File: src/logic/sbic_pkg.sv
package sbic_pkg;
    typedef enum logic [4:0] {
        OP_OTHER, OP_SET, OP_CLR, OP_SKT, OP_SKF, OP_SKIP_TRUE_THEN_CLEAR_OP, OP_AND, OP_OR, OP_XOR,
        OP_MOVC, OP_MOVB, OP_ADD_WITH_CARRY_OP, OP_SUBTRACT_WITH_BORROW_OP, OP_ADDS, OP_LDA, OP_LDHL, OP_BR3,
        OP_CALL3, OP_BRCB, OP_CALLF, OP_TABLE_REFERENCED_OP, OP_SELRB, OP_SELMB, OP_PAIR
    } sbic_op_e;
    typedef enum logic [1:0] {MODE_MEM, MODE_FMEM, MODE_PMEM, MODE_HMEM} sbic_mode_e;
    typedef enum logic [1:0] {GRP_NONE, GRP_A, GRP_B} sbic_grp_e;
    typedef enum logic [1:0] {ST_RUN, ST_SKIP2} sbic_state_e;
    typedef struct packed {
        sbic_op_e op;
        logic [1:0] len;
        sbic_mode_e mode;
        logic [1:0] bitpos;
        logic [7:0] mem;
        logic [7:0] imm;
        logic [13:0] target;
        logic [2:0] pair;
        logic [3:0] bank;
        logic [3:0] mb;
        logic [3:0] h_nib;
        logic [3:0] l_nib;
        logic mem_bit;
        logic alu_carry;
        logic other_skip;
    } sbic_ins_s;
    localparam logic [1:0] LEN_3 = 2'h3;
    localparam logic [1:0] LEN_1 = 2'h1;
    localparam logic [13:0] ABS_MAX = 14'h3f7f;
    localparam logic [7:0] TADDR_MIN = 8'h20;
    localparam logic [7:0] TADDR_MAX = 8'h7f;
    localparam logic [3:0] RB_MAX = 4'h3;
    localparam logic [3:0] MB_TOP = 4'hf;
    localparam logic [3:0] FIX_PAGE = 4'hf;
    localparam logic [3:0] FMEM_LO = 4'hb;
    localparam logic [3:0] FMEM_HI = 4'hf;
    localparam logic [7:0] BSB_ADDR = 8'hc0;
    localparam logic [11:0] A_CTRL = 12'h000;
    localparam logic [11:0] A_STATUS = 12'h004;
    localparam logic [11:0] A_SKIPS = 12'h008;
    localparam logic [11:0] A_NOPS = 12'h00c;
    localparam logic CTRL_EN_RST = 1'b1;
    localparam int ST_CY = 0;
    localparam int ST_SKIP = 1;
    localparam int ST_ERR = 4;
    localparam int ST_ARITH = 5;
    localparam int ST_STATE = 6;
endpackage

File: src/logic/sbic_core.sv
// The register offsets and the APB interface to the registers were chosen for this implementation.
`timescale 1ns/1ps
module sbic_core (
    input wire logic pclk,
    input wire logic presetn,
    input wire logic psel,
    input wire logic penable,
    input wire logic pwrite,
    input wire logic [11:0] paddr,
    input wire logic [31:0] pwdata,
    output logic [31:0] prdata,
    output logic pready,
    output logic pslverr,
    input wire logic ins_valid,
    input wire sbic_pkg::sbic_ins_s ins,
    output logic ins_ready,
    output logic exec_valid,
    output logic exec_nop,
    output logic [1:0] pc_adv,
    output logic carry_flag,
    output logic bit_we,
    output logic [11:0] bit_addr,
    output logic [1:0] bit_sel,
    output logic bit_wdata
);
    sbic_pkg::sbic_state_e state_reg;
    sbic_pkg::sbic_grp_e grp_reg;
    sbic_pkg::sbic_grp_e ins_grp;
    logic ctrl_en_reg;
    logic skip_pend_reg;
    logic after_arith_reg;
    logic err_reg;
    logic [31:0] skips_reg;
    logic [31:0] nops_reg;
    logic [31:0] prdata_reg;
    logic pready_reg;
    logic pslverr_reg;
    logic ins_ready_reg;
    logic exec_valid_reg;
    logic exec_nop_reg;
    logic [1:0] pc_adv_reg;
    logic carry_reg;
    logic bit_we_reg;
    logic [11:0] bit_addr_reg;
    logic [1:0] bit_sel_reg;
    logic bit_wdata_reg;
    logic acc;
    logic skip3;
    logic suppress;
    logic legal;
    logic dedicated;
    logic effective;
    logic skip_cond;
    logic carry_next;
    logic carry_upd;
    logic wr_bit;
    logic wr_val;
    logic [11:0] ea;
    logic [1:0] eb;
    logic apb_rd;
    logic apb_wr;
    logic [31:0] rd_val;
    logic rd_hit;

    assign acc = ins_valid & ins_ready_reg;
    // a 3-byte victim needs a second cycle to walk past its operand bytes
    assign skip3 = acc & skip_pend_reg & (ins.len == sbic_pkg::LEN_3);

    always_comb begin
        unique case (ins.op)
            sbic_pkg::OP_LDA: ins_grp = sbic_pkg::GRP_A;
            sbic_pkg::OP_LDHL: ins_grp = sbic_pkg::GRP_B;
            default: ins_grp = sbic_pkg::GRP_NONE;
        endcase
    end

    // only a load directly following a same-group load that was neither skipped nor malformed drops out
    assign suppress = ~skip_pend_reg & (ins_grp != sbic_pkg::GRP_NONE) & (ins_grp == grp_reg);

    assign dedicated = (ins.op == sbic_pkg::OP_SKIP_TRUE_THEN_CLEAR_OP) | (ins.op == sbic_pkg::OP_AND) |
                       (ins.op == sbic_pkg::OP_OR) | (ins.op == sbic_pkg::OP_XOR) |
                       (ins.op == sbic_pkg::OP_MOVC) | (ins.op == sbic_pkg::OP_MOVB);

    always_comb begin
        legal = 1'b1;
        if (dedicated && ins.mode == sbic_pkg::MODE_MEM) begin
            legal = 1'b0;
        end
        if (ins.mode == sbic_pkg::MODE_FMEM && ins.mem[7:4] != sbic_pkg::FMEM_LO &&
            ins.mem[7:4] != sbic_pkg::FMEM_HI) begin
            legal = 1'b0;
        end
        if (ins.mode == sbic_pkg::MODE_PMEM && ins.mem != sbic_pkg::BSB_ADDR &&
            !(ins.mem[7:4] == sbic_pkg::FIX_PAGE && ins.mem[1:0] == 2'h0)) begin
            legal = 1'b0;
        end
        unique case (ins.op)
            sbic_pkg::OP_LDA: begin
                if (ins.len == sbic_pkg::LEN_1 && ins.imm[7:4] != 4'h0) begin
                    legal = 1'b0;
                end
            end
            sbic_pkg::OP_BR3, sbic_pkg::OP_CALL3: begin
                if (ins.target > sbic_pkg::ABS_MAX) begin
                    legal = 1'b0;
                end
            end
            sbic_pkg::OP_BRCB: begin
                if (ins.target[13:12] != 2'h0) begin
                    legal = 1'b0;
                end
            end
            sbic_pkg::OP_CALLF: begin
                if (ins.target[13:11] != 3'h0) begin
                    legal = 1'b0;
                end
            end
            sbic_pkg::OP_TABLE_REFERENCED_OP: begin
                if (ins.imm[0] || ins.imm < sbic_pkg::TADDR_MIN ||
                    ins.imm > sbic_pkg::TADDR_MAX) begin
                    legal = 1'b0;
                end
            end
            sbic_pkg::OP_SELRB: begin
                if (ins.bank > sbic_pkg::RB_MAX) begin
                    legal = 1'b0;
                end
            end
            sbic_pkg::OP_SELMB: begin
                if (ins.bank > sbic_pkg::RB_MAX && ins.bank != sbic_pkg::MB_TOP) begin
                    legal = 1'b0;
                end
            end
            default: begin
            end
        endcase
    end

    // a skipped, suppressed or malformed instruction writes no bit, carry or skip; a malformed one still sets the error flag
    assign effective = acc & ~skip_pend_reg & ~suppress & legal;

    always_comb begin
        skip_cond = 1'b0;
        carry_next = carry_reg;
        carry_upd = 1'b0;
        wr_bit = 1'b0;
        wr_val = 1'b0;
        unique case (ins.op)
            sbic_pkg::OP_SET: begin
                wr_bit = 1'b1;
                wr_val = 1'b1;
            end
            sbic_pkg::OP_CLR: wr_bit = 1'b1;
            sbic_pkg::OP_SKT: skip_cond = ins.mem_bit;
            sbic_pkg::OP_SKF: skip_cond = ~ins.mem_bit;
            sbic_pkg::OP_SKIP_TRUE_THEN_CLEAR_OP: begin
                skip_cond = ins.mem_bit;
                wr_bit = ins.mem_bit;
            end
            sbic_pkg::OP_AND: begin
                carry_next = carry_reg & ins.mem_bit;
                carry_upd = 1'b1;
            end
            sbic_pkg::OP_OR: begin
                carry_next = carry_reg | ins.mem_bit;
                carry_upd = 1'b1;
            end
            sbic_pkg::OP_XOR: begin
                carry_next = carry_reg ^ ins.mem_bit;
                carry_upd = 1'b1;
            end
            sbic_pkg::OP_MOVC: begin
                carry_next = ins.mem_bit;
                carry_upd = 1'b1;
            end
            sbic_pkg::OP_MOVB: begin
                wr_bit = 1'b1;
                wr_val = carry_reg;
            end
            sbic_pkg::OP_ADD_WITH_CARRY_OP: begin
                skip_cond = ins.alu_carry;
                carry_next = ins.alu_carry;
                carry_upd = 1'b1;
            end
            sbic_pkg::OP_SUBTRACT_WITH_BORROW_OP: begin
                skip_cond = ~ins.alu_carry;
                carry_next = ins.alu_carry;
                carry_upd = 1'b1;
            end
            sbic_pkg::OP_ADDS: skip_cond = ins.alu_carry & ~after_arith_reg;
            sbic_pkg::OP_OTHER, sbic_pkg::OP_TABLE_REFERENCED_OP: skip_cond = ins.other_skip;
            default: begin
            end
        endcase
    end

    // ports live in the top page, so port bits are plain memory addresses
    always_comb begin
        eb = ins.bitpos;
        unique case (ins.mode)
            sbic_pkg::MODE_FMEM: ea = {sbic_pkg::FIX_PAGE, ins.mem};
            sbic_pkg::MODE_PMEM: begin
                ea = {sbic_pkg::FIX_PAGE, ins.mem[7:2], ins.l_nib[3:2]};
                eb = ins.l_nib[1:0];
            end
            sbic_pkg::MODE_HMEM: ea = {ins.mb, ins.h_nib, ins.mem[3:0]};
            default: ea = {ins.mb, ins.mem};
        endcase
    end

    always_ff @(posedge pclk or negedge presetn) begin
        if (!presetn) begin
            state_reg <= sbic_pkg::ST_RUN;
            ins_ready_reg <= 1'b0;
        end else begin
            state_reg <= skip3 ? sbic_pkg::ST_SKIP2 : sbic_pkg::ST_RUN;
            ins_ready_reg <= ctrl_en_reg & ~skip3;
        end
    end

    always_ff @(posedge pclk or negedge presetn) begin
        if (!presetn) begin
            skip_pend_reg <= 1'b0;
            after_arith_reg <= 1'b0;
            grp_reg <= sbic_pkg::GRP_NONE;
        end else if (acc) begin
            // the skip covers exactly one instruction, then clears
            skip_pend_reg <= effective & skip_cond;
            after_arith_reg <= effective &
                ((ins.op == sbic_pkg::OP_ADD_WITH_CARRY_OP) | (ins.op == sbic_pkg::OP_SUBTRACT_WITH_BORROW_OP));
            if (skip_pend_reg || !legal) begin
                grp_reg <= sbic_pkg::GRP_NONE;
            end else if (!suppress) begin
                grp_reg <= ins_grp;
            end
        end
    end

    always_ff @(posedge pclk or negedge presetn) begin
        if (!presetn) begin
            exec_valid_reg <= 1'b0;
            exec_nop_reg <= 1'b0;
            pc_adv_reg <= 2'h0;
            carry_reg <= 1'b0;
        end else begin
            exec_valid_reg <= acc;
            exec_nop_reg <= acc & ~effective;
            pc_adv_reg <= acc ? ins.len : 2'h0;
            if (effective && carry_upd) begin
                carry_reg <= carry_next;
            end
        end
    end

    always_ff @(posedge pclk or negedge presetn) begin
        if (!presetn) begin
            bit_we_reg <= 1'b0;
            bit_addr_reg <= 12'h000;
            bit_sel_reg <= 2'h0;
            bit_wdata_reg <= 1'b0;
        end else begin
            bit_we_reg <= effective & wr_bit;
            if (effective && wr_bit) begin
                bit_addr_reg <= ea;
                bit_sel_reg <= eb;
                bit_wdata_reg <= wr_val;
            end
        end
    end

    // one count per machine cycle spent on skipping, one clock each
    always_ff @(posedge pclk or negedge presetn) begin
        if (!presetn) begin
            skips_reg <= 32'h0;
            nops_reg <= 32'h0;
        end else begin
            if ((acc && skip_pend_reg) || state_reg == sbic_pkg::ST_SKIP2) begin
                skips_reg <= skips_reg + 32'h1;
            end
            if (acc && !effective) begin
                nops_reg <= nops_reg + 32'h1;
            end
        end
    end

    // apb: one wait state, write lands on the edge that sees pready
    assign apb_rd = psel & penable & ~pready_reg;
    assign apb_wr = psel & penable & pready_reg & pwrite;

    always_comb begin
        rd_val = 32'h0;
        rd_hit = 1'b1;
        unique case (paddr)
            sbic_pkg::A_CTRL: rd_val[0] = ctrl_en_reg;
            sbic_pkg::A_STATUS: begin
                rd_val[sbic_pkg::ST_CY] = carry_reg;
                rd_val[sbic_pkg::ST_SKIP] = skip_pend_reg;
                rd_val[3:2] = grp_reg;
                rd_val[sbic_pkg::ST_ERR] = err_reg;
                rd_val[sbic_pkg::ST_ARITH] = after_arith_reg;
                rd_val[sbic_pkg::ST_STATE] = (state_reg == sbic_pkg::ST_SKIP2);
            end
            sbic_pkg::A_SKIPS: rd_val = skips_reg;
            sbic_pkg::A_NOPS: rd_val = nops_reg;
            default: rd_hit = 1'b0;
        endcase
    end

    always_ff @(posedge pclk or negedge presetn) begin
        if (!presetn) begin
            pready_reg <= 1'b0;
            pslverr_reg <= 1'b0;
            prdata_reg <= 32'h0;
        end else begin
            pready_reg <= apb_rd;
            pslverr_reg <= apb_rd & ~rd_hit;
            prdata_reg <= (apb_rd && !pwrite) ? rd_val : 32'h0;
        end
    end

    always_ff @(posedge pclk or negedge presetn) begin
        if (!presetn) begin
            ctrl_en_reg <= sbic_pkg::CTRL_EN_RST;
            err_reg <= 1'b0;
        end else begin
            if (apb_wr && paddr == sbic_pkg::A_CTRL) begin
                ctrl_en_reg <= pwdata[0];
            end
            // a fresh error beats a simultaneous clear
            if (acc && !legal) begin
                err_reg <= 1'b1;
            end else if (apb_wr && paddr == sbic_pkg::A_STATUS && pwdata[sbic_pkg::ST_ERR]) begin
                err_reg <= 1'b0;
            end
        end
    end

    assign prdata = prdata_reg;
    assign pready = pready_reg;
    assign pslverr = pslverr_reg;
    assign ins_ready = ins_ready_reg;
    assign exec_valid = exec_valid_reg;
    assign exec_nop = exec_nop_reg;
    assign pc_adv = pc_adv_reg;
    assign carry_flag = carry_reg;
    assign bit_we = bit_we_reg;
    assign bit_addr = bit_addr_reg;
    assign bit_sel = bit_sel_reg;
    assign bit_wdata = bit_wdata_reg;

    property p_suppress;
        @(posedge pclk) disable iff (!presetn)
        acc && !skip_pend_reg && legal && ins_grp != sbic_pkg::GRP_NONE && ins_grp == grp_reg
        |=> exec_nop_reg && !bit_we_reg;
    endproperty
    a_suppress: assert property (p_suppress) else $error("same group load not suppressed");

    property p_skip3;
        @(posedge pclk) disable iff (!presetn)
        skip3 && ctrl_en_reg |=> !ins_ready_reg ##1 ins_ready_reg;
    endproperty
    a_skip3: assert property (p_skip3) else $error("3-byte skip not two cycles");

    property p_skip1;
        @(posedge pclk) disable iff (!presetn)
        acc && skip_pend_reg && ins.len != sbic_pkg::LEN_3 && ctrl_en_reg |=> ins_ready_reg;
    endproperty
    a_skip1: assert property (p_skip1) else $error("short skip took extra cycle");

    property p_adds;
        @(posedge pclk) disable iff (!presetn)
        acc && ins.op == sbic_pkg::OP_ADDS && after_arith_reg |=> !skip_pend_reg;
    endproperty
    a_adds: assert property (p_adds) else $error("add-skip after arithmetic skipped");

    property p_add_with_carry_op;
        @(posedge pclk) disable iff (!presetn)
        effective && ins.op == sbic_pkg::OP_ADD_WITH_CARRY_OP && ins.alu_carry
        |=> skip_pend_reg && carry_reg;
    endproperty
    a_add_with_carry_op: assert property (p_add_with_carry_op) else $error("carry did not arm skip");

    property p_subtract_with_borrow_op;
        @(posedge pclk) disable iff (!presetn)
        effective && ins.op == sbic_pkg::OP_SUBTRACT_WITH_BORROW_OP |=> skip_pend_reg == !carry_reg;
    endproperty
    a_subtract_with_borrow_op: assert property (p_subtract_with_borrow_op) else $error("borrow skip mismatch");

    property p_subcy;
        @(posedge pclk) disable iff (!presetn)
        effective && ins.op == sbic_pkg::OP_SUBTRACT_WITH_BORROW_OP |=> carry_reg == $past(ins.alu_carry);
    endproperty
    a_subcy: assert property (p_subcy) else $error("underflow not in carry");

    property p_quiet;
        @(posedge pclk) disable iff (!presetn)
        acc && skip_pend_reg |=> !bit_we_reg && $stable(carry_reg) && exec_nop_reg;
    endproperty
    a_quiet: assert property (p_quiet) else $error("skipped op changed state");

    property p_mode;
        @(posedge pclk) disable iff (!presetn)
        acc && dedicated && ins.mode == sbic_pkg::MODE_MEM |=> exec_nop_reg ##1 err_reg;
    endproperty
    a_mode: assert property (p_mode) else $error("plain mode accepted");

    property p_once;
        @(posedge pclk) disable iff (!presetn)
        acc && skip_pend_reg |=> !skip_pend_reg;
    endproperty
    a_once: assert property (p_once) else $error("skip covered more than one op");
endmodule

File: config.mk
export PLATFORM = sky130hd
export DESIGN_NAME = sbic_core
export DESIGN_NICKNAME = d
export VERILOG_FILES = /design/src/logic/sbic_pkg.sv /design/src/logic/sbic_core.sv
export SDC_FILE = /design/constraint.sdc
export NUM_CORES = 1
export LEC_CHECK = 0
export BUFFER_PORTS_ARGS = -buffer_cell sky130_fd_sc_hd__buf_4
export CORE_MARGIN = 4
export CORE_UTILIZATION = 45
export CTS_BUF_LIST = sky130_fd_sc_hd__clkbuf_8
export CTS_CLUSTER_SIZE = 10
export DETAILED_ROUTE_END_ITERATION = 12
export PLACE_DENSITY = 0.78
export SYNTH_ARGS = -nofsm -noshare
export SYNTH_HDL_FRONTEND = slang
export SYNTH_SLANG_ARGS = --single-unit
File: constraint.sdc
create_clock -name pclk -period 2.7 [get_ports pclk]
set_input_delay 0.405 -clock pclk [delete_from_list [all_inputs] [get_ports pclk]]
set_output_delay 0.405 -clock pclk [all_outputs]
set_load 0.005 [all_outputs]
==> results of run 1 <==
==> cell usage in the layout (no fill, tap or decap), types with 2 or more instances in the layout <==
cell type,synthesis,final
sky130_fd_sc_hd__a2111oi_0,2,2
sky130_fd_sc_hd__a211oi_1,4,4
sky130_fd_sc_hd__a21oi_1,6,6
sky130_fd_sc_hd__a22oi_1,33,33
sky130_fd_sc_hd__and2_1,3,3
sky130_fd_sc_hd__and3_1,23,23
sky130_fd_sc_hd__and4_1,8,8
sky130_fd_sc_hd__buf_4,0,140
sky130_fd_sc_hd__bufinv_16,0,2
sky130_fd_sc_hd__clkbuf_8,0,19
sky130_fd_sc_hd__clkinv_2,0,2
sky130_fd_sc_hd__clkinv_4,0,2
sky130_fd_sc_hd__clkinvlp_4,0,4
sky130_fd_sc_hd__dfrtp_1,126,126
sky130_fd_sc_hd__ha_1,4,4
sky130_fd_sc_hd__inv_1,9,10
sky130_fd_sc_hd__inv_6,0,2
sky130_fd_sc_hd__mux2_1,4,4
sky130_fd_sc_hd__mux2_2,18,18
sky130_fd_sc_hd__mux2_4,9,9
sky130_fd_sc_hd__mux2i_1,3,3
sky130_fd_sc_hd__nand2_1,42,42
sky130_fd_sc_hd__nand2b_1,12,12
sky130_fd_sc_hd__nand3_1,22,22
sky130_fd_sc_hd__nand4_1,18,18
sky130_fd_sc_hd__nand4b_1,2,2
sky130_fd_sc_hd__nor2_1,56,56
sky130_fd_sc_hd__nor2b_1,6,6
sky130_fd_sc_hd__nor3_1,10,10
sky130_fd_sc_hd__nor4_1,9,9
sky130_fd_sc_hd__o21a_1,3,3
sky130_fd_sc_hd__o21ai_0,8,8
sky130_fd_sc_hd__o22ai_1,2,2
sky130_fd_sc_hd__o31ai_1,2,2
sky130_fd_sc_hd__or3_1,2,2
sky130_fd_sc_hd__xnor2_1,46,46
sky130_fd_sc_hd__xor2_1,16,16
==> report_power, final <==
group	switching (mW)	internal (mW)	leakage, nW
Combinational	0.125	0.117	1.71
Sequential	0.00174	1.90	1.76
Clock	0.754	0.869	0.196
Total	0.881	2.89	3.67
==> repair_timing <==
item | in CTS | in global routing
gates resized for setup | 0 | 0
hold buffers | 1 | 0
endpoints found under the hold margin | 43 | 0
==> metrics by stage <==
step	setup TNS [ns]	hold slack [ns]	power [mW]
after floorplan	0	0.109	2.03
after detailed placement	-0.210	0.446	2.18
after global routing	0	0.187	3.92
after global placement	0	0.437	2.17
after CTS	0	0.184	3.81
final	0	0.201	3.77
==> routing by layer <==
metal	vias to the layer above	track usage, %	part of all wire (%)
met5	-	0	0
met4	0	6.71	2.2
met3	32	5.03	5.9
met2	176	33.0	50
met1	2348	24.4	42
li1	2241	-	-
==> cell families after synthesis <==
family | after synthesis
DFF | 127
adders and majority gates | 4
and+or+nand+nor | 219
buffers and inverters | 33
AOI/OAI and AO/OA | 74
muxes | 34
xor gates and xnor gates | 62
==> how the worst max path moves through the flow <==
stage               depth (start not counted)  startpoint  slack, ns                  endpoint
floorplan                                   9     ins[58]       0.28  bit_addr[10]$_DFFE_PN0P_
global placement                            9     ins[48]       0.09  bit_addr[10]$_DFFE_PN0P_
detailed placement                          9     ins[48]      -0.03    bit_sel[0]$_DFFE_PN0P_
CTS                                         9     ins[48]       0.44    bit_sel[0]$_DFFE_PN0P_
global route                                9     ins[48]       0.36   bit_addr[0]$_DFFE_PN0P_
finish                                      9     ins[48]       0.42  bit_addr[11]$_DFFE_PN0P_
==> worst max-delay path, delay by kind of cell <==
family,cells,cell delay (ns)
AO/OA/AOI/OAI,3,0.81
AND/OR/NAND/NOR,3,0.75
multiplexers,1,0.31
buffers and inverters,2,0.32
==> final cells by class <==
class / instances / share of cell area, %
flip-flops and latches: 127 / 41.9
multi-input cells: 393 / 35.2
repair buffers: 142 / 14.3
clock buffers: 19 / 3.45
well taps: 172 / 2.84
clock inverters: 13 / 1.83
inverters: 10 / 0.495
==> impl_metrics.tcl, run 1 <==
set metrics [dict create \
    timing.reg2reg.worst_path_depth 7 \
    setup_viol 0 \
    initial_utilization_pct 46.8 \
    antenna_cells_inserted 0 \
    clock.fmax_ghz 0.438 \
    die_w_um 124 \
    criticalPathCategory "input pin to flop" \
    synth_top_cells_by_count "sky130_fd_sc_hd__dfrtp_1, sky130_fd_sc_hd__nor2_1, sky130_fd_sc_hd__xnor2_1, sky130_fd_sc_hd__nand2_1, sky130_fd_sc_hd__a22oi_1" \
    synth_edf_count 0 \
    timing.max_slew.rel_slack_pct 60.8 \
    yosys.area.top_type "sky130_fd_sc_hd__dfrtp_1" \
    placed_wire_length_estimate_after_detailed_placement_um 10400 \
    place_worst_setup_slack_ns -0.0308 \
    post-route-drc-count 0 \
    least_margin_pin_slew_ns 0.588 \
    cts_tree "done" \
    yosysMostFrequentCell "sky130_fd_sc_hd__dfrtp_1" \
    port_buffers 125 \
    reg2reg_setup_slack_ns 0.59 \
    post_synth_mux_area_share_pct 6.87 \
    postSynthAreaPerCell_um2 10.9 \
    post_cts_buffers 0 \
    tritoncts.num_buffers 17 \
    yosys.cell_types.count 56 \
    place.detailed.instances 843 \
    hold_path_depth 2 \
    timing.critical_path.required_ns 3.02 \
    synth_top_family_by_area "simple AND/OR/NAND/NOR gates" \
    layout_setup_ws_ns 0.419 \
    synth_nets 670 \
    drt-wirelength-per-cell_um 16.4 \
    seq_area_frac_synth_pct 52.9 \
    clock_latency_reported_for_the_late_side_of_the_worst_skew_pair_ns 0.44 \
    routed_wire_length_um 14400 \
    cell_area_after_layout_um2 7580 \
    boundaryPins 169 \
    cp_common_cell "sky130_fd_sc_hd__buf_4" \
    clock_sink_count 127 \
    syn2layout_area_growth_pct 26.2 \
    sequential_cell_area_um2 3180 \
    post_synth_fa_ha_maj_area_fraction_pct 0.833 \
    peakVddDrop_mv 0.247 \
    critical_path.max_stage_delay_ns 0.41 \
    synth_compound_gate_area_share_pct 9.08 \
    r2r_start "ins_ready$_DFF_PN0_" \
    critical_path.slowest_cell "sky130_fd_sc_hd__a221oi_2" \
    crit_path_max_fanout 9 \
    vias 4797 \
    cts.clk_slew.worst_paths_ns 0.08 \
    final_hold_violations 0 \
    worst_hold_path.endpoint "ctrl_en_reg$_DFFE_PN1P_" \
    grt_use_total_pct 19.5 \
    ant_nets 0 \
    via_per_inst 5.48 \
    grt_start_max_net_pins 47 \
    synth_top_cells_by_area "sky130_fd_sc_hd__dfrtp_1, sky130_fd_sc_hd__xnor2_1, sky130_fd_sc_hd__a22oi_1" \
    endpoint_kind "flop" \
    drtPass1Iterations 6 \
    crit_arrival_ns 2.60 \
    fillers 1058 \
    multiInputGateArea_um2 2670 \
    die_h_um 124 \
    timing.clock.skew_ns 0.0142 \
    fin_crit_sh_pct 84.5 \
    timing.max_cap.violations 0 \
    async_reset_ff_share_pct 100 \
    p_per_area_nw_per_um2 497 \
    vias_in_the_first_global_route 4853 \
    rr_endpoint "bit_addr[11]$_DFFE_PN0P_" \
    grt_remaining_overflow 0 \
    yosys.area_share.xor_xnor_pct 9.04 \
    number_of_antenna_violations_at_the_first_check_in_global_routing 0 \
    post-route-min-period_ns 2.28 \
    final_net_count 808 \
    setup.worst_path.start_class "input pin" \
    design.die.area_um2 15300 \
    simple_gate_share_of_the_synthesized_area_pct 18.6 \
    cp_cell_sequence "buf_4 > nor4_1 > o2111ai_1 > a221oi_2 > o21a_4 > nand2_2 > or3_1 > buf_4 > mux2_4" \
    rsz0062_at_grt "false" \
    hp-class "input pin to flop" \
    cts_max_level 4 \
    ys.warnings.count 0 \
    initialDrtViolationCount 346 \
    stdcell_count 876 \
    routability_driven_placement_congestion_ratio 0.800 \
    synth-main-ff-cell "sky130_fd_sc_hd__dfrtp_1" \
    clock_tree.buffer_depth 2 \
    min_from "pwdata[0]" \
    ys_seq_elements 127 \
    postSynthCellCount 553 \
    dpl-instance-area_um2 7170 \
    global_route_wire_length_before_repair_um 23300 \
    synth_largest_type_area_fraction_pct 52.5 \
    final_util_pct 59.1 \
    netlist_area_um2 6010 \
    slew_violations 0 \
    power.leakage_nw 3.67 \
    status "complete, no violations" \
    post_route_cells_drive_above_1_share_pct 29.7 \
    library_cell_used_as_clock_root_buffer "sky130_fd_sc_hd__clkbuf_8" \
    floorplan.core_area_um2 12800 \
    num_rows 41 \
]
Power figures use the tool's default switching activity.
==> inputs of run 2 (changes only) <==
--- a/config.mk
+++ b/config.mk
@@ -11,7 +11,7 @@
 export CTS_BUF_LIST = sky130_fd_sc_hd__clkbuf_8
 export CTS_CLUSTER_SIZE = 10
 export DETAILED_ROUTE_END_ITERATION = 12
-export PLACE_DENSITY = 0.78
+export PLACE_DENSITY = 0.81
 export SYNTH_ARGS = -nofsm -noshare
 export SYNTH_HDL_FRONTEND = slang
 export SYNTH_SLANG_ARGS = --single-unit
==> constraint.sdc (replaced) <==
create_clock -name pclk -period 1.8 [get_ports pclk]
set_input_delay 0.27 -clock pclk [delete_from_list [all_inputs] [get_ports pclk]]
set_output_delay 0.27 -clock pclk [all_outputs]
set_load 0.005 [all_outputs]
==> impl_metrics.tcl, run 2 (same netlist as run 1, synthesis figures left out) <==
set metrics [dict create \
    timing.clock.skew_ns 0.0127 \
    antenna_cells_inserted 0 \
    floorplan.core_area_um2 12800 \
    initialDrtViolationCount 307 \
    cts.clk_slew.worst_paths_ns 0.07 \
    ant_nets 0 \
    initial_utilization_pct 46.8 \
    hold_path_depth 2 \
    p_per_area_nw_per_um2 657 \
    design.die.area_um2 15300 \
    die_h_um 124 \
    finalPower_mw 5.61 \
    post-route-min-period_ns 1.91 \
    syn2layout_area_growth_pct 42.0 \
    grt_start_max_net_pins 58 \
    cts_tree "done" \
    via_per_inst 5.35 \
    post-route-drc-count 0 \
    boundaryPins 169 \
    final_cell_mix "sky130_fd_sc_hd__buf_4, sky130_fd_sc_hd__dfrtp_1, sky130_fd_sc_hd__nor2_1" \
    setup.worst_path.start_class "input pin" \
    hp-class "input pin to flop" \
    reg2reg_setup_slack_ns -0.10 \
    number_of_antenna_violations_at_the_first_check_in_global_routing 0 \
    timing.max_slew.rel_slack_pct 62.6 \
    crit_path_max_fanout 8 \
    vias_in_the_first_global_route 5157 \
    clock_latency_reported_for_the_late_side_of_the_worst_skew_pair_ns 0.43 \
    endpoint_kind "flop" \
    min_from "pwdata[0]" \
    slew_violations 0 \
    clock.fmax_ghz 0.523 \
    peakVddDrop_mv 0.422 \
    drtPass1Iterations 5 \
    final_net_count 889 \
    grt_use_total_pct 20.6 \
    drt-wirelength-per-cell_um 16.2 \
    final_hold_violations 0 \
    die_w_um 124 \
    timing.reg2reg.worst_path_depth 8 \
    timing.critical_path.required_ns 2.12 \
    worst_hold_path.endpoint "ctrl_en_reg$_DFFE_PN1P_" \
    cts_max_level 4 \
    crit_arrival_ns 2.23 \
    setup_viol 18 \
    rsz0062_at_grt "true" \
    routed_wire_length_um 15500 \
    library_cell_used_as_clock_root_buffer "sky130_fd_sc_hd__clkbuf_8" \
    least_margin_pin_slew_ns 0.547 \
    fillers 959 \
    rr_endpoint "bit_addr[3]$_DFFE_PN0P_" \
    final_util_pct 66.5 \
    clock_sink_count 127 \
    clock_tree.buffer_depth 2 \
    routability_driven_placement_congestion_ratio 0.815 \
    num_rows 41 \
    tritoncts.num_buffers 17 \
    place_worst_setup_slack_ns -0.621 \
    stdcell_count 957 \
    criticalPathCategory "input pin to flop" \
    place.detailed.instances 908 \
    timing.max_cap.violations 0 \
    power.leakage_nw 4.22 \
    vias 5121 \
    global_route_wire_length_before_repair_um 24500 \
    grt_remaining_overflow 0 \
    final_common_cell "sky130_fd_sc_hd__buf_4" \
    status "finished, violations left" \
    placed_wire_length_estimate_after_detailed_placement_um 11200 \
    port_buffers 125 \
    layout_setup_ws_ns -0.113 \
    r2r_start "grp_reg[1]$_DFFE_PN0P_" \
    post_route_cells_drive_above_1_share_pct 41.3 \
    fin_crit_sh_pct 106 \
    failed_checks "negative setup slack" \
]
run 2: timing repair:
action                                 4_1_cts  5_1_grt
hold buffers                                 1        0
cloned                                       1        1
buffers inserted                             6        9
endpoints found under the hold margin       23        0
pin swaps                                    1       19
setup endpoints to repair                   45       61
gates resized for setup                     13       40
run 2: worst max path at each step:
| stage | from | to | slack [ns] | cells past startpoint |
|---|---|---|---|---|
| 2_1_floorplan | ins[48] | bit_addr[10]$_DFFE_PN0P_ | -0.38 | 9 |
| 3_3_place_gp | ins[48] | bit_sel[1]$_DFFE_PN0P_ | -0.54 | 9 |
| 3_5_place_dp | ins[62] | nops_reg[22]$_DFFE_PN0P_ | -0.62 | 10 |
| 4_1_cts | grp_reg[1]$_DFFE_PN0P_ | bit_addr[11]$_DFFE_PN0P_ | -0.11 | 8 |
| 5_1_grt | ins[62] | nops_reg[22]$_DFFE_PN0P_ | -0.17 | 10 |
| 6_report | ins[48] | bit_addr[3]$_DFFE_PN0P_ | -0.11 | 9 |
run 2: layer usage:
layer  global-route usage (%)  wire (um)
met1                     25.3       6250
met2                     35.4       8080
met3                     5.72        928
met4                     6.44        234
met5                        0          0
run 2: layout make-up:
class | instances | area (um2) | share of cell area (%)
clock buffer | 23 | 317 | 3.71
clock inverter | 9 | 68.8 | 0.806
inverter | 10 | 42.5 | 0.499
multi-input combinational | 393 | 2920 | 34.3
sequential | 127 | 3180 | 37.3
tap | 172 | 215 | 2.52
timing repair buffer | 223 | 1790 | 20.9
run 2: stage by stage:
step | instance area [um2] | hold slack (ns) | TNS [ns]
finish | 8530 | 0.0731 | -1.54
global route | 8530 | 0.0476 | -3.20
CTS | 8270 | 0.0513 | -1.46
detailed placement | 7770 | 0.203 | -22.43
global placement | 7770 | 0.200 | -19.96
floorplan | 6070 | -0.0256 | -6.82
run 2: critical path, cell delays in order:
cell and delay (ns):
sky130_fd_sc_hd__buf_8 0.10, sky130_fd_sc_hd__nor4_4 0.27, sky130_fd_sc_hd__o2111ai_2 0.14, sky130_fd_sc_hd__a221oi_2 0.35
sky130_fd_sc_hd__o21a_4 0.21, sky130_fd_sc_hd__nand2_4 0.05, sky130_fd_sc_hd__or3_4 0.36, sky130_fd_sc_hd__clkbuf_16 0.18
sky130_fd_sc_hd__mux2_4 0.29
run 2: where the power goes:
| group | switching (mW) | leakage [nW] | internal (mW) |
|---|---|---|---|
| combinational | 0.212 | 2.25 | 0.228 |
| clock | 1.02 | 0.217 | 1.29 |
| sequential | 0.00286 | 1.76 | 2.86 |
